**src/rtl/sme_pkg.sv**
```systemverilog
// constants shared by the serial memory command controller
//
// Function
// - unanswered operation abandoned after 30 ms
// - timeout flag bit 9 set, resets 0
// - after timeout, back to idle
// - data pin high: no timeout, busy clears
// - data pin low: only program commands time out
// - address-loaded bit 8 set on valid load
// - 8-bit address field bits 7-0, resets zero
// - address field is byte granular
// - erase clears location chosen by address
// - data register bits 7:0, resets zero
package sme_pkg;
    localparam logic [7:0] REG_CMD_OFF = 8'hb0;
    localparam logic [7:0] REG_DATA_OFF = 8'hb4;
    localparam int BUSY_BIT = 31;
    localparam int CODE_HI = 30;
    localparam int CODE_LO = 28;
    localparam int TO_BIT = 9;
    localparam int LOADED_BIT = 8;
    localparam int ADDR_HI = 7;
    localparam logic [7:0] ADDR_RST = 8'h00;
    localparam logic [7:0] DATA_RST = 8'h00;

    localparam logic [2:0] CMD_READ = 3'h0;
    localparam logic [2:0] CMD_PROG_LOCK = 3'h1;
    localparam logic [2:0] CMD_PROG_UNLOCK = 3'h2;
    localparam logic [2:0] CMD_WRITE = 3'h3;
    localparam logic [2:0] CMD_WRITE_EVERY = 3'h4;
    localparam logic [2:0] CMD_ERASE = 3'h5;
    localparam logic [2:0] CMD_ERASE_EVERY = 3'h6;
    localparam logic [2:0] CMD_RELOAD = 3'h7;

    localparam logic [1:0] OP_MISC = 2'h0;
    localparam logic [1:0] OP_WRITE = 2'h1;
    localparam logic [1:0] OP_READ = 2'h2;
    localparam logic [1:0] OP_ERASE = 2'h3;
    localparam logic [1:0] PFX_PROG_LOCK = 2'h0;
    localparam logic [1:0] PFX_WRITE_EVERY = 2'h1;
    localparam logic [1:0] PFX_ERASE_EVERY = 2'h2;
    localparam logic [1:0] PFX_PROG_UNLOCK = 2'h3;

    localparam logic [4:0] HDR_BITS = 5'h0b;
    localparam logic [4:0] FULL_BITS = 5'h13;
    localparam logic [7:0] LOAD_SIG = 8'ha5;
    localparam int MAC_BYTES = 6;

    localparam int CLK_PERIOD_NS = 50;
    localparam int TIMEOUT_MS = 30;
    localparam int TIMEOUT_CYC = TIMEOUT_MS * 1000000 / CLK_PERIOD_NS;
    localparam int CS_LOW_NS = 250;
    localparam int CS_LOW_CYC = (CS_LOW_NS + CLK_PERIOD_NS - 1) / CLK_PERIOD_NS;
    localparam int SCK_HALF_NS = 500;
    localparam int SCK_HALF_CYC = (SCK_HALF_NS + CLK_PERIOD_NS - 1) / CLK_PERIOD_NS;
endpackage

```
**src/rtl/sme_ctrl.sv**
```systemverilog
// serial memory command controller: registers, command sequencer, reload
`timescale 1ns/1ps
module sme_ctrl #(
    parameter int TIMEOUT_CYCLES = sme_pkg::TIMEOUT_CYC
) (
    input wire logic clk,
    input wire logic resetn,
    input wire logic [7:0] reg_addr,
    input wire logic [31:0] reg_wdata,
    input wire logic reg_wr,
    input wire logic reg_rd,
    output logic [31:0] reg_rdata,
    output logic mem_cs,
    output logic mem_sck,
    input wire logic serial_mem_data_pin_lvl,
    output logic serial_mem_data_pin_drv,
    output logic serial_mem_data_pin_oe,
    output logic [47:0] station_addr
);
    import sme_pkg::*;

    localparam int TW = $clog2(TIMEOUT_CYCLES + 1);

    typedef enum logic [3:0] {
        ST_IDLE = 4'b0001,
        ST_SHIFT = 4'b0010,
        ST_GAP = 4'b0100,
        ST_POLL = 4'b1000
    } sme_state_t;

    typedef struct packed {
        sme_state_t st;
        logic pup;
        logic busy;
        logic [2:0] cmd;
        logic to;
        logic loaded;
        logic [7:0] addr;
        logic [7:0] data;
        logic [31:0] rdata;
        logic cs;
        logic start;
        logic [4:0] nbits;
        logic [4:0] ndrive;
        logic [18:0] tx;
        logic [TW-1:0] tmo;
        logic [2:0] idx;
        logic [5:0][7:0] mac;
    } sme_ctrl_st_t;

    sme_ctrl_st_t q, d;
    logic sh_done;
    logic [7:0] sh_rx;
    logic to_set;

    // start bit, opcode, byte address, data byte
    function automatic logic [18:0] sme_frame(input logic [2:0] c, input logic [7:0] a,
                                              input logic [7:0] dt);
        logic [18:0] f;
        f = {1'b1, OP_READ, a, 8'h00};
        case (c)
            CMD_WRITE: f = {1'b1, OP_WRITE, a, dt};
            CMD_ERASE: f = {1'b1, OP_ERASE, a, 8'h00};
            CMD_WRITE_EVERY: f = {1'b1, OP_MISC, PFX_WRITE_EVERY, 6'h00, dt};
            CMD_ERASE_EVERY: f = {1'b1, OP_MISC, PFX_ERASE_EVERY, 6'h00, 8'h00};
            CMD_PROG_UNLOCK: f = {1'b1, OP_MISC, PFX_PROG_UNLOCK, 6'h00, 8'h00};
            CMD_PROG_LOCK: f = {1'b1, OP_MISC, PFX_PROG_LOCK, 6'h00, 8'h00};
            default: f = {1'b1, OP_READ, a, 8'h00};
        endcase
        return f;
    endfunction

    function automatic logic is_prog(input logic [2:0] c);
        return (c == CMD_WRITE) || (c == CMD_WRITE_EVERY) || (c == CMD_ERASE)
               || (c == CMD_ERASE_EVERY);
    endfunction

    always_comb begin
        logic go;
        logic [2:0] lc;
        logic [7:0] la;
        logic launch;
        go = 1'b0;
        launch = 1'b0;
        lc = CMD_READ;
        la = ADDR_RST;
        to_set = 1'b0;
        d = q;
        d.start = 1'b0;
        d.rdata = '0;
        if (reg_rd) begin
            case (reg_addr)
                REG_CMD_OFF: d.rdata = {q.busy, q.cmd, 18'h00000, q.to, q.loaded, q.addr};
                REG_DATA_OFF: d.rdata = {24'h000000, q.data};
                default: d.rdata = '0;
            endcase
        end
        if (reg_wr && reg_addr == REG_CMD_OFF) begin
            if (reg_wdata[TO_BIT]) begin
                d.to = 1'b0;
            end
            if (reg_wdata[LOADED_BIT]) begin
                d.loaded = 1'b0;
            end
            // command and address are frozen while a command runs
            if (!q.busy) begin
                d.cmd = reg_wdata[CODE_HI:CODE_LO];
                d.addr = reg_wdata[ADDR_HI:0];
                go = reg_wdata[BUSY_BIT];
            end
        end
        if (reg_wr && reg_addr == REG_DATA_OFF && !q.busy) begin
            d.data = reg_wdata[7:0];
        end
        case (q.st)
            ST_IDLE: begin
                if (!q.pup) begin
                    d.pup = 1'b1;
                    d.busy = 1'b1;
                    d.cmd = CMD_RELOAD;
                    d.idx = 3'h0;
                    launch = 1'b1;
                    lc = CMD_READ;
                    la = ADDR_RST;
                end else if (go) begin
                    d.busy = 1'b1;
                    d.idx = 3'h0;
                    launch = 1'b1;
                    lc = (d.cmd == CMD_RELOAD) ? CMD_READ : d.cmd;
                    la = (d.cmd == CMD_RELOAD) ? ADDR_RST : d.addr;
                end
            end
            ST_SHIFT: begin
                if (sh_done) begin
                    d.cs = 1'b0;
                    d.tmo = '0;
                    d.st = ST_IDLE;
                    d.busy = 1'b0;
                    if (q.cmd == CMD_READ) begin
                        d.data = sh_rx;
                    end else if (q.cmd == CMD_RELOAD) begin
                        if (q.idx == 3'h0) begin
                            if (sh_rx == LOAD_SIG) begin
                                d.idx = 3'h1;
                                d.st = ST_GAP;
                                d.busy = 1'b1;
                            end
                        end else begin
                            d.mac[q.idx - 3'h1] = sh_rx;
                            if (q.idx == 3'(MAC_BYTES)) begin
                                d.loaded = 1'b1;
                            end else begin
                                d.idx = q.idx + 3'h1;
                                d.st = ST_GAP;
                                d.busy = 1'b1;
                            end
                        end
                    end else if (is_prog(q.cmd)) begin
                        d.st = ST_GAP;
                        d.busy = 1'b1;
                    end
                end
            end
            ST_GAP: begin
                // chip select must drop between frames before status polling
                if (q.tmo == TW'(CS_LOW_CYC - 1)) begin
                    d.tmo = '0;
                    if (q.cmd == CMD_RELOAD) begin
                        launch = 1'b1;
                        lc = CMD_READ;
                        la = {5'h00, q.idx};
                    end else begin
                        d.cs = 1'b1;
                        d.st = ST_POLL;
                    end
                end else begin
                    d.tmo = q.tmo + 1'b1;
                end
            end
            ST_POLL: begin
                if (serial_mem_data_pin_lvl) begin
                    d.cs = 1'b0;
                    d.busy = 1'b0;
                    d.st = ST_IDLE;
                end else if (q.tmo == TW'(TIMEOUT_CYCLES - 1)) begin
                    d.cs = 1'b0;
                    d.to = 1'b1;
                    to_set = 1'b1;
                    d.busy = 1'b0;
                    d.st = ST_IDLE;
                end else begin
                    d.tmo = q.tmo + 1'b1;
                end
            end
            default: begin
                d.st = ST_IDLE;
                d.busy = 1'b0;
                d.cs = 1'b0;
            end
        endcase
        if (launch) begin
            d.tx = sme_frame(lc, la, d.data);
            d.nbits = (lc == CMD_WRITE || lc == CMD_WRITE_EVERY || lc == CMD_READ)
                      ? FULL_BITS : HDR_BITS;
            d.ndrive = (lc == CMD_WRITE || lc == CMD_WRITE_EVERY) ? FULL_BITS : HDR_BITS;
            d.start = 1'b1;
            d.cs = 1'b1;
            d.st = ST_SHIFT;
        end
    end

    always_ff @(posedge clk) begin
        if (!resetn) begin
            q <= '0;
            q.st <= ST_IDLE;
            q.addr <= ADDR_RST;
            q.data <= DATA_RST;
        end else begin
            q <= d;
        end
    end

    sme_shift #(.HALF(SCK_HALF_CYC)) u_shift (
        .clk(clk),
        .resetn(resetn),
        .start(q.start),
        .nbits(q.nbits),
        .ndrive(q.ndrive),
        .tx(q.tx),
        .din(serial_mem_data_pin_lvl),
        .sck(mem_sck),
        .dout(serial_mem_data_pin_drv),
        .oe(serial_mem_data_pin_oe),
        .rx(sh_rx),
        .done(sh_done)
    );

    assign reg_rdata = q.rdata;
    assign mem_cs = q.cs;
    assign station_addr = q.mac;
endmodule

```
**src/rtl/sme_shift.sv**
```systemverilog
// serial shifter for the memory frame: msb first, samples on rising clock
`timescale 1ns/1ps
module sme_shift #(
    parameter int HALF = sme_pkg::SCK_HALF_CYC
) (
    input wire logic clk,
    input wire logic resetn,
    input wire logic start,
    input wire logic [4:0] nbits,
    input wire logic [4:0] ndrive,
    input wire logic [18:0] tx,
    input wire logic din,
    output logic sck,
    output logic dout,
    output logic oe,
    output logic [7:0] rx,
    output logic done
);
    import sme_pkg::*;

    typedef struct packed {
        logic busy;
        logic sck;
        logic dout;
        logic oe;
        logic done;
        logic [7:0] div;
        logic [4:0] left;
        logic [4:0] drv;
        logic [18:0] sh;
        logic [7:0] rx;
    } sme_shift_st_t;

    sme_shift_st_t q, d;

    always_comb begin
        d = q;
        d.done = 1'b0;
        if (!q.busy) begin
            if (start) begin
                d.busy = 1'b1;
                d.sh = tx;
                d.left = nbits;
                d.drv = ndrive;
                d.dout = tx[18];
                d.oe = (ndrive != 5'h00);
                d.div = 8'h00;
                d.sck = 1'b0;
            end
        end else if (q.div == 8'(HALF - 1)) begin
            d.div = 8'h00;
            if (!q.sck) begin
                d.sck = 1'b1;
                d.rx = {q.rx[6:0], din};
            end else begin
                d.sck = 1'b0;
                d.left = q.left - 5'h01;
                d.sh = {q.sh[17:0], 1'b0};
                d.drv = (q.drv != 5'h00) ? q.drv - 5'h01 : 5'h00;
                if (q.left == 5'h01) begin
                    d.busy = 1'b0;
                    d.done = 1'b1;
                    d.oe = 1'b0;
                    d.dout = 1'b0;
                end else begin
                    d.dout = q.sh[17];
                    // release the pin once the memory starts answering
                    d.oe = (q.drv > 5'h01);
                end
            end
        end else begin
            d.div = q.div + 8'h01;
        end
    end

    always_ff @(posedge clk) begin
        if (!resetn) begin
            q <= '0;
        end else begin
            q <= d;
        end
    end

    assign sck = q.sck;
    assign dout = q.dout;
    assign oe = q.oe;
    assign rx = q.rx;
    assign done = q.done;
endmodule

```
**config.mk**
```make
export PLATFORM = sky130hd
export DESIGN_NAME = sme_ctrl
export DESIGN_NICKNAME = d
export VERILOG_FILES = /design/src/rtl/sme_pkg.sv /design/src/rtl/sme_ctrl.sv /design/src/rtl/sme_shift.sv
export SDC_FILE = /design/constraint.sdc
export NUM_CORES = 1
export LEC_CHECK = 0
export BUFFER_PORTS_ARGS = -buffer_cell sky130_fd_sc_hd__buf_2
export CAP_MARGIN = 15
export CORE_ASPECT_RATIO = 0.5
export CORE_MARGIN = 3
export CORE_UTILIZATION = 59
export CTS_BUF_LIST = sky130_fd_sc_hd__clkbuf_8
export DETAILED_ROUTE_END_ITERATION = 10
export GPL_TIMING_DRIVEN = 0
export PLACE_DENSITY_LB_ADDON = 0.12
export SKIP_LAST_GASP = 1
export SYNTH_ARGS = -nofsm -noshare
export SYNTH_HDL_FRONTEND = slang
export SYNTH_SLANG_ARGS = --single-unit
export TNS_END_PERCENT = 10
```
**constraint.sdc**
```tcl
create_clock -name clk -period 2.8 [get_ports clk]
set_input_delay 0.56 -clock clk [delete_from_list [all_inputs] [get_ports clk]]
set_output_delay 0.56 -clock clk [all_outputs]
set_load 0.05 [all_outputs]
```
-- After elaboration in Yosys (flattened, before gate mapping)
Cells that the tools add are included.
W data, S select, Z words.
- register bits after elaboration: 210
- latch bits: 0
- RAM bits: 0
- bits in read-only memories: 0
- input bits: 45
- memories: 0
- $add $sub $neg: 6
- multipliers: 0
- div/mod/pow operators: 0
- magnitude comparators: 3
- equal/unequal tests: 42
- shift-type cells: 0
- mux-type cells: 104
- bitwise logic cells: 6
- reduce and logical (&&, ||, !) cells: 30
- operators with widths (cell ; number):
    $mux W37 ; 3
    $pmux W18 S6 ; 1
    $mux W51 ; 2
    $mux W8 ; 11
    $mux W71 ; 1
    $pmux W32 S2 ; 1
    $mux W20 ; 3
    $pmux W20 S3 ; 1
    $mux W3 ; 18
    $bwmux W48 ; 1
    $mux W48 ; 1
    $mux W4 ; 10
    $mux W1 ; 35
    $mux W31 ; 1
    $mux W29 ; 1
    $eq A3 B3 Y1 const B ; 9
    $demux W8 S3 ; 1
    $eq A8 B8 Y1 const B ; 3
    $add A20 B1 Y20 const B ; 1
    $eq A20 B20 Y1 const B ; 1
    $eq A20 B3 Y1 const B ; 1
    $mux W5 ; 4
    $ne A2 B2 Y1 const B ; 9
    $ne A3 B3 Y1 const B ; 6
    39 further kinds ; 66

-- Depth between registers and ports, before layout
Gate-level depths: netlist of the first run.
- depth after elaboration: 13
- mapped depth: 9
- depth with buffers taken out: 7

-- Modules after synthesis
Synthesis of the first run repeated with hierarchy kept, for this count alone.
- cell total of the unflattened synthesis: 965
- area, all modules: 9067.4 um^2
- by module, submodules not included (module ; instances ; cells each ; area an instance (um^2) ; sequential area each (um^2)):
    sme_ctrl ; 1 ; 682 ; 6530.0 ; 2742.6
    sme_shift ; 1 ; 283 ; 2537.4 ; 980.9

-- Least setup slack after synthesis of the first run
Ideal clock, no wire load.
- kind: input -> register
- start point: input reg_addr[3]
- end point: register q[73] in the netlist's numbering
- library setup time: 0.117 ns
- data arrival time: 2.078 ns
- slack: 0.606 ns
- cell stages on the path: 6
- path through: or4b_4 > or4_1 > buf_4 > mux2i_1 > nand2_1 > a22o_1
- word-level cells in the longest chain between the ends: 10
- elaborated cells on any way between the ends: 26
- classes of those cells: eq/ne (9); mux (14); reduce/logical (3)
- RTL lines (element ; line ; source):
    start: declaration ; sme_ctrl.sv:8 ; input wire logic [7:0] reg_addr,
    $eq A8 B8 Y1 ; sme_ctrl.sv:98 ; if (reg_wr && reg_addr == REG_CMD_OFF) begin
    $logic_and A1 B1 Y1 ; sme_ctrl.sv:98 ;
    $mux W13 ; sme_ctrl.sv:98 ;
    $eq A3 B3 Y1 ; sme_ctrl.sv:129 ; lc = (d.cmd == CMD_RELOAD) ? CMD_READ : d.cmd;
    $mux W3 ; sme_ctrl.sv:129 ;
    $mux W3 ; sme_ctrl.sv:125 ; end else if (go) begin
    $mux W3 ; sme_ctrl.sv:117 ; if (!q.pup) begin
    $mux W3 ; - ;
    $eq A3 B1 Y1 (tied with other cells) ; sme_ctrl.sv:61 ; case (c)
    $pmux W18 S6 ; sme_ctrl.sv:61 ;
    end: declaration ; sme_ctrl.sv:51 ; sme_ctrl_st_t q, d;
Several ways; a longest one is shown, not always the timed one.
A chain may end at the register's enable or synchronous reset.

-- Final worst setup path of the first run
- start point: register u_shift.q[37] in the netlist's numbering
- end point: register u_shift.q[22] in the netlist's numbering
- word-level cells in the longest chain between the ends: 3
- RTL lines (element ; line ; source):
    start: declaration ; sme_shift.sv:34 ; sme_shift_st_t q, d;
    start signal: assignment ; sme_shift.sv:78 ; q <= '0;
    start signal: assignment ; sme_shift.sv:80 ; q <= d;
    $eq A8 B4 Y1 ; sme_shift.sv:50 ; end else if (q.div == 8'(HALF - 1)) begin
    $ne A2 B2 Y1 (no source line) ; - ;
    $reduce_and A3 Y1 (no source line) ; - ;
Every way passes these cells.

==> results of run 1 <==
critical path, cell delays in order (launching register included):
cell and delay, ps:
dfxtp_1 420, ha_1 160, nor4b_2 390, and3_1 240, clkbuf_1 250, a21oi_1 190
clkbuf_1 300, a221oi_1 290, nor3_1 90
routing by layer:
metal | track usage | part of all wire
met1 | 0.3854 | 0.48
met2 | 0.4165 | 0.44
met3 | 0.05651 | 0.068
met4 | 0.05829 | 0.012
met5 | 0 | 0.00032
final timing paths:
path | from | endpoint | slack (ps) | depth (start not counted)
worst min register to register | flop | flop | 460 | 2
worst min-delay path | reg_wdata[5] | q[84] | 350 | 2
worst max-delay path | u_shift.q[37] | u_shift.q[22] | 340 | 8
worst max register to register | u_shift.q[37] | u_shift.q[22] | 340 | 8
power by group through the flow:
stage | registers [mW] | logic [mW] | clock network, mW
global route | 2.83 | 0.729 | 1.99
global placement | 2.87 | 0.635 | 0
finish | 2.82 | 0.667 | 1.87
CTS | 2.81 | 0.654 | 1.87
floorplan | 2.87 | 0.477 | 0
detailed placement | 2.88 | 0.649 | 0
layout make-up:
class / count / area (µm²) / area share
Multi-Input combinational cell: 640 / 4179 / 0.4189
Sequential cell: 186 / 3724 / 0.3732
Buffer: 140 / 863.3 / 0.08653
Timing Repair Buffer: 90 / 450.4 / 0.04515
Tap cell: 192 / 240.2 / 0.02408
Clock buffer: 17 / 234.0 / 0.02345
Clock inverter: 15 / 196.4 / 0.01969
Inverter: 24 / 90.09 / 0.009029
cell usage after synthesis (11+ instances only):
cell | number | area [µm²]
nand3_1 | 36 | 180.2
dfxtp_1 | 186 | 3724
a221oi_1 | 18 | 157.7
nand2_1 | 54 | 202.7
clkbuf_1 | 45 | 168.9
o31ai_1 | 12 | 90.09
a22o_1 | 11 | 96.34
inv_1 | 24 | 90.09
mux2i_1 | 73 | 730.7
buf_4 | 83 | 623.1
a21oi_1 | 40 | 200.2
or4_1 | 14 | 105.1
o21ai_0 | 39 | 195.2
nor2_1 | 115 | 431.7
nor3_1 | 29 | 145.1
ha_1 | 12 | 150.1
placed cells by master (no fill, tap or decap), types with 5 or more instances in the layout:
| cell | instances |
|---|---|
| clkinv_8 | 7 |
| clkbuf_1 | 45 |
| clkbuf_8 | 17 |
| and2_1 | 8 |
| nor2_1 | 115 |
| nor3b_1 | 5 |
| nand3_1 | 36 |
| nand2_1 | 54 |
| mux2i_1 | 73 |
| nor4_1 | 6 |
| inv_1 | 24 |
| buf_2 | 99 |
| nor3_1 | 29 |
| ha_1 | 12 |
| conb_1 | 18 |
| o2bb2ai_1 | 5 |
| a21oi_1 | 40 |
| or3_1 | 7 |
| or4_1 | 14 |
| o211ai_1 | 5 |
| o31ai_1 | 12 |
| nor2b_1 | 5 |
| and3_1 | 10 |
| buf_4 | 83 |
| dfxtp_1 | 186 |
| o211a_1 | 8 |
| nand4_1 | 7 |
| a31oi_1 | 5 |
| a22o_1 | 11 |
| o21ai_0 | 39 |
| a221oi_1 | 18 |
logic make-up after synthesis:
logic type	after synthesis	share of synthesized area
multiplexers	74	0.08439
AO/OA/AOI/OAI	190	0.1531
AND/OR/NAND/NOR	340	0.2071
flip-flops	186	0.4235
other	1	0.0004265
buffers and inverters	164	0.1084
XOR/XNOR	6	0.005977
adder cells (fa/ha/maj)	12	0.01708
stage by stage:
| stage | cells | power, mW | utilization | setup WS [ps] | cell area [µm²] |
|---|---|---|---|---|---|
| 3_5_place_dp | 1272 | 3.524 | 0.6800 | 131.4 | 9547 |
| 4_1_cts | 1304 | 5.338 | 0.7107 | 402.9 | 9977 |
| 3_3_place_gp | 1272 | 3.506 | 0.6800 | 145.5 | 9547 |
| 2_1_floorplan | 990 | 3.347 | - | 605.5 | 8856 |
| 5_1_grt | 1304 | 5.550 | 0.7107 | 137.9 | 9977 |
| 6_report | 1304 | 5.353 | 0.7107 | 339.0 | 9977 |
==> flow_summary.ini, run 1 <==
[floorplanning]
die_h_um = 92.32
pin_count = 129
dieWidth_um = 178.6
rows = 30
core-area_mm2 = 0.01404
initial_utilization = 0.6263
die_area_mm2 = 0.01649

[sta]
worst_pin_slew_ps = 933.1
hold_viol_final = 0
setup_violations = 0
hold-worst-slack_ps = 354.8
fin_crit_ps = 2461
grt_setup_unrepaired = no
fmax_mhz = 406.3
slew_headroom = 0.3722
period_share = 0.8789
maxSlewViolCount = 0
tns_ps = 0
fin_skew_ps = 24.81

[yosys]
synth.distinct_cells = 81
syn-mean-instance-area_um2 = 9.036
syn_inst = 973
yosysWarnings = 0
seq_area_frac_synth = 0.4235
synth_edf_count = 0
synth_ff_type = dfxtp_1
ys_ff_latch = 186
netlist_area_mm2 = 0.008792
async_reset_ff_frac = 0

[setup_path]
crit_path_start_kind = flop
worstPathArrival_ps = 2790
worstPathMaxFanout = 10
critical_path_required_ps = 3130
critPathCaptureType = flop
critical_path_class = flop to flop

[cts]
cts_buffers = 17
clk_pin_slew_worst_paths_ps = 110
htree_levels = 4
cts_sinks = 186
clk_path_buf_depth = 2
clk_latency_ps = 480
cts_tree = done
cts-root-buf = clkbuf_8
ctsHoldBuffers = 0
cts_resized = 0
postCtsSetupBuffers = 0

[drt]
drt_first_pass_iters = 5
routed_via_density = 5.831
drc = 0
vias = 7603
route.final.wire_length_um = 22010
wl_per_cell_um = 16.88
drt-initial-drc-count = 767
ant_nets = 0

[global_route]
antenna_found_initial = 1
grt_max_degree = 22
grt_pass1_wl_um = 35710
grt_pass1_vias = 7021
grt_usage = 0.2683
grt-ovfl-total = 0

[pwr]
power_frac_comb = 0.125
p_leak_nw = 4.351
ir_worst_vdd_mv = 0.3122
seq_power_share = 0.527
p_switching_mw = 1.693
p_int_mw = 3.660
power_per_cell_area_mw_per_mm2 = 536.5
clkPwrFrac = 0.349
p_sw_frac = 0.3163

[outcome]
status = finished, final reports clean

[cells_and_area]
antennaDiodeCount = 0
fillCellCount = 1149
layout.nets = 1156
syn2layout_area_growth_pct = 13.48
drive_above_1_share = 0.2239

[place]
hpwl_um = 15860
port_buffers = 90
routabilityCongestion = 0.9068

[min_path]
hp-class = input pin to flop

[job]
drv_cap = 0
Note: power is estimated with default switching activity, not from simulation.
==> run 2, diff against run 1 <==
- CORE_UTILIZATION: 59 -> 57
- CTS_BUF_LIST: sky130_fd_sc_hd__clkbuf_8 -> unset
- clock period: 2.8 -> 2.3 ns (I/O delays scaled with it)
==> flow_summary.ini, run 2 (synthesis results as in run 1) <==
[drt]
routed_via_density = 5.732
ant_nets = 0
drt-initial-drc-count = 621
vias = 7520
route.final.wire_length_um = 22500
drt_first_pass_iters = 5
drc = 0
wl_per_cell_um = 17.15

[cells_and_area]
mostFrequentLayoutCells = 185 x dfxtp_1, 115 x nor2_1, 99 x buf_2
antennaDiodeCount = 0
syn2layout_area_growth_pct = 16.76
drive_above_1_share = 0.2316
design_area_mm2 = 0.01027
final_common_cell = dfxtp_1
layout.nets = 1158

[global_route]
grt_pass1_wl_um = 35330
grt-ovfl-total = 0
grt_pass1_vias = 6895
grt_usage = 0.2577
grt_max_degree = 20
antenna_found_initial = 1

[pwr]
power_per_cell_area_mw_per_mm2 = 714.7
p_switching_mw = 2.064
p_int_mw = 5.274
power_frac_comb = 0.112
ir_worst_vdd_mv = 0.5410
clkPwrFrac = 0.420
seq_power_share = 0.467
p_leak_nw = 4.485
p_sw_frac = 0.2812

[floorplanning]
dieWidth_um = 181.6
rows = 31
initial_utilization = 0.5950
die_h_um = 93.82
die_area_mm2 = 0.01704
pin_count = 129
core-area_mm2 = 0.01478

[cts]
cts-root-buf = clkbuf_16
clk_path_buf_depth = 2
cts_buffers = 17
cts_tree = done
htree_levels = 4
clk_latency_ps = 430
cts_sinks = 186
clk_pin_slew_worst_paths_ps = 80
ctsHoldBuffers = 0

[min_path]
hp-class = input pin to flop
min_to = q[82]
hold_depth = 2
hold_start = reg_wdata[3]

[setup_path]
rr_worst_depth = 6
r2r_start = q[65]
critPathCaptureType = flop
critical_path_class = flop to flop
critical_path_required_ps = 2630
worstReg2RegEnd = q[76]
worstPathMaxFanout = 10
r2r_slack_ps = 30
worstPathArrival_ps = 2600
crit_path_start_kind = flop

[place]
port_buffers = 90
dp_slack_ps = -257.4
dpl-instance-area_mm2 = 0.009554
hpwl_um = 15790
routabilityCongestion = 0.8925

[sta]
tns_ps = 0
fmax_mhz = 441.3
fin_crit_ps = 2266
grt_setup_unrepaired = yes
setup_violations = 0
fin_skew_ps = 11.62
slew_headroom = 0.4268
period_share = 0.9852
setup_ws_ps = 34.12
hold_viol_final = 0
maxSlewViolCount = 0
worst_pin_slew_ps = 846.4

[job]
drv_cap = 0

[outcome]
status = finished, final reports clean
run 2: cell types whose count changed in the layout (fill, tap and decap cells not counted), sizes merged:
cell | previous run | this run
clkinv | 9 | 7
buf | 185 | 188
bufinv | 0 | 2
clkbuf | 62 | 61
run 2: worst max-delay path by stage:
stage | startpoint | cells past startpoint | to
4_1_cts | q[48] | 7 | flop
3_3_place_gp | reg_addr[3] | 7 | q[76]
6_report | q[65] | 6 | q[76]
5_1_grt | u_shift.q[38] | 8 | u_shift.oe
2_1_floorplan | reg_addr[3] | 6 | q[73]
3_5_place_dp | reg_addr[3] | 7 | q[76]
run 2: through the flow:
step / util / cells / hold slack, ps / total power, mW
6_report: 0.6947 / 1312 / 287.6 / 7.338
5_1_grt: 0.6947 / 1312 / 286.8 / 7.601
4_1_cts: 0.6886 / 1309 / 279.5 / 7.358
3_5_place_dp: 0.6465 / 1278 / 452.9 / 4.297
3_3_place_gp: 0.6465 / 1278 / 438.4 / 4.269
2_1_floorplan: - / 990 / 428.8 / 4.074
run 2: power by group through the flow:
stage	clock [mW]	combinational, mW	sequential (mW)
after floorplan	0	0.581	3.49
after global routing	3.26	0.900	3.44
after CTS	3.13	0.804	3.42
after detailed placement	0	0.799	3.50
final	3.09	0.825	3.43
after global placement	0	0.775	3.49
run 2: area by class of cell:
class / count / area (µm²)
buffer: 139 / 859.6
multi-input combinational: 640 / 4230
fill: 1198 / 4512
tap: 198 / 247.7
clock buffer: 17 / 425.4
clock inverter: 15 / 200.2
timing repair buffer: 93 / 485.5
inverter: 24 / 90.09
sequential: 186 / 3727
run 2: what timing repair did:
item                                    4_1_cts  5_1_grt
endpoints found under the hold margin         0        0
endpoints found under the setup margin       62      111
buffers inserted                              0        3
pin swaps                                     0        1
gates resized for setup                       0       12
run 2: routing by layer:
| metal | track usage | wire length [µm] |
|---|---|---|
| met1 | 0.3532 | 10450 |
| met2 | 0.4164 | 10110 |
| met3 | 0.05414 | 1597 |
| met4 | 0.06903 | 326 |
| met5 | 0 | 11 |
run 2: critical path, cell delays in order, from the launching register on:
cell and delay, ps:
dfxtp_1 340, nor4_1 530, nand4_1 240, nor4b_4 490
nor3_4 160, buf_6 190, a22o_1 220
==> run 3, diff against run 2 <==
- ABC_AREA: unset -> 1
- CORE_UTILIZATION: 57 -> 58
==> flow_summary.ini, run 3 <==
[drt]
vias = 8553
drt-initial-drc-count = 733
route.final.wire_length_um = 23650
routed_via_density = 5.372
ant_nets = 0
drc = 0
drt_first_pass_iters = 5
wl_per_cell_um = 14.85

[yosys]
synth-compound-area-share = 0.1838
syn_inst = 1249
synthAdderAreaFrac = 0.01623
synth.distinct_cells = 53
synth.cells.most_frequent = 200 x nand2_1, 186 x dfxtp_1, 144 x inv_1
async_reset_ff_frac = 0
netlist_area_mm2 = 0.009250
synth_edf_count = 0
synth.area.top_cells = dfxtp_1 40%, nand2_1 8.1%, a21oi_1 7.1%, buf_4 6.6%, o21ai_0 6.5%
synth_ff_type = dfxtp_1
yosys.area_share.xor_xnor = 0.02083
ys_ff_latch = 186
synth_mux_area_frac = 0.004328
synth_top_family_by_area = simple AND/OR/NAND/NOR gates
synth.most_common_cell = nand2_1
syn-mean-instance-area_um2 = 7.406
yosys.area_share.simple = 0.2176
synth_top_area_frac = 0.4025
yosysTopAreaCell = dfxtp_1
yosysWarnings = 0
seq_area_frac_synth = 0.4025

[setup_path]
cp_cell_sequence = ha_4 -> nand2_2 -> nor3_4 -> nand3_2 -> o31ai_4 -> nand2_2 -> nand2_4 -> inv_4 -> buf_4 -> nand2_1 -> a21oi_1
slowest_delay_ps = 450
path_common_cell = nand2_2
crit_buf_inv = 2
critical_path_required_ps = 2590
worstPathArrival_ps = 2490
crit_path_start_kind = flop
crit_path_top_delay_cell = dfxtp_1
critPathCaptureType = flop
worstPathMaxFanout = 10
worst_path_dominant_cell_family = simple AND/OR/NAND/NOR gates
critical_path_class = flop to flop

[cts]
cts_sinks = 186
cts_tree = done
cts_buffers = 17
clk_latency_ps = 430
htree_levels = 4
clk_pin_slew_worst_paths_ps = 70
ctsHoldBuffers = 0
clk_path_buf_depth = 2
cts-root-buf = clkbuf_16

[place]
port_buffers = 92
routabilityCongestion = 0.9330
hpwl_um = 17640

[global_route]
grt_pass1_wl_um = 38360
grt-ovfl-total = 0
grt_pass1_vias = 7933
grt_max_degree = 19
antenna_found_initial = 0
grt_usage = 0.2714

[sta]
fin_skew_ps = 11.01
hold_viol_final = 0
slew_headroom = 0.5447
fin_crit_ps = 2202
tns_ps = 0
worst_pin_slew_ps = 682.9
fmax_mhz = 454.1
maxSlewViolCount = 0
setup_violations = 0
grt_setup_unrepaired = yes
period_share = 0.9574

[floorplanning]
initial_utilization = 0.6162
pin_count = 129
dieWidth_um = 184.6
rows = 31
core-area_mm2 = 0.01501
die_area_mm2 = 0.01759
die_h_um = 95.30

[cells_and_area]
mostFrequentLayoutCells = 200 x nand2_1, 186 x dfxtp_1, 142 x inv_1
syn2layout_area_growth_pct = 15.10
final_common_cell = nand2_1
drive_above_1_share = 0.2095
layout.nets = 1438
antennaDiodeCount = 0

[pwr]
power_per_cell_area_mw_per_mm2 = 861.5
power_mw = 9.172
ir_worst_vdd_mv = 0.5748
p_leak_nw = 4.587

[job]
drv_cap = 0

[outcome]
status = finished, final reports clean

[min_path]
hp-class = input pin to flop
[run 3: cell type report]
| type | count | area (µm²) |
|---|---|---|
| Timing Repair Buffer | 96 | 490.5 |
| Inverter | 159 | 601.8 |
| Tap cell | 198 | 247.7 |
| Multi-Input combinational cell | 794 | 4180 |
| Buffer | 127 | 824.5 |
| Sequential cell | 186 | 3724 |
| Clock buffer | 19 | 452.9 |
| Clock inverter | 13 | 125.1 |
| Fill cell | 1251 | 4364 |
[run 3: tightest hold or removal path, cell delays in order]
cell and delay [ps]:
buf_2 80, nand2_1 50, nand2_1 50, a21oi_1 50
[run 3: metal layers]
metal / GRT usage / part of all wire
met5: 0 / 0
met4: 0.08862 / 0.018
met3: 0.05030 / 0.073
met2: 0.4553 / 0.46
met1: 0.3580 / 0.45
[run 3: per-stage QoR]
step                utilization  hold slack, ps  instance area (µm²)  setup slack, ps  cells
floorplan                     -           424.0                 9314            437.1   1266
global placement         0.6677           434.9                10020           -13.05   1556
detailed placement       0.6677           437.3                10020           -31.63   1556
CTS                      0.7062           290.9                10600            28.80   1588
global route             0.7093           318.5                10650           -53.23   1592
finish                   0.7093           307.1                10650            98.07   1592
[run 3: report_power, final]
group          switching (mW)  internal (mW)  total [mW]  leakage, nW
clock network            1.37           1.49        2.86        0.284
logic                    1.71          0.762        2.47         2.80
registers               0.278           3.56        3.84         1.51
[run 3: final timing paths]
kind                                   start     end  slack [ps]  cells past startpoint
worst max-delay path                   q[51]   q[61]         100                     11
worst max register to register         q[51]   q[61]         100                     11
worst min-delay path            reg_wdata[8]  q[150]         310                      4
worst min register to register          flop    flop         450                      2
[run 3: logic make-up (layout without fill, tap and decap cells)]
group	Yosys count	after routing
compound gates	305	305
xor+xnor	22	22
fa+ha+maj	12	12
buf+inv	286	414
flops	186	186
mux	4	4
other cells	1	18
simple gates	433	433
[run 3: repair_timing]
item,4_1_cts,5_1_grt
cloned,0,0
gates resized for setup,1,5
pin swaps,0,3
setup buffers,0,4
endpoints found under the setup margin,3,69
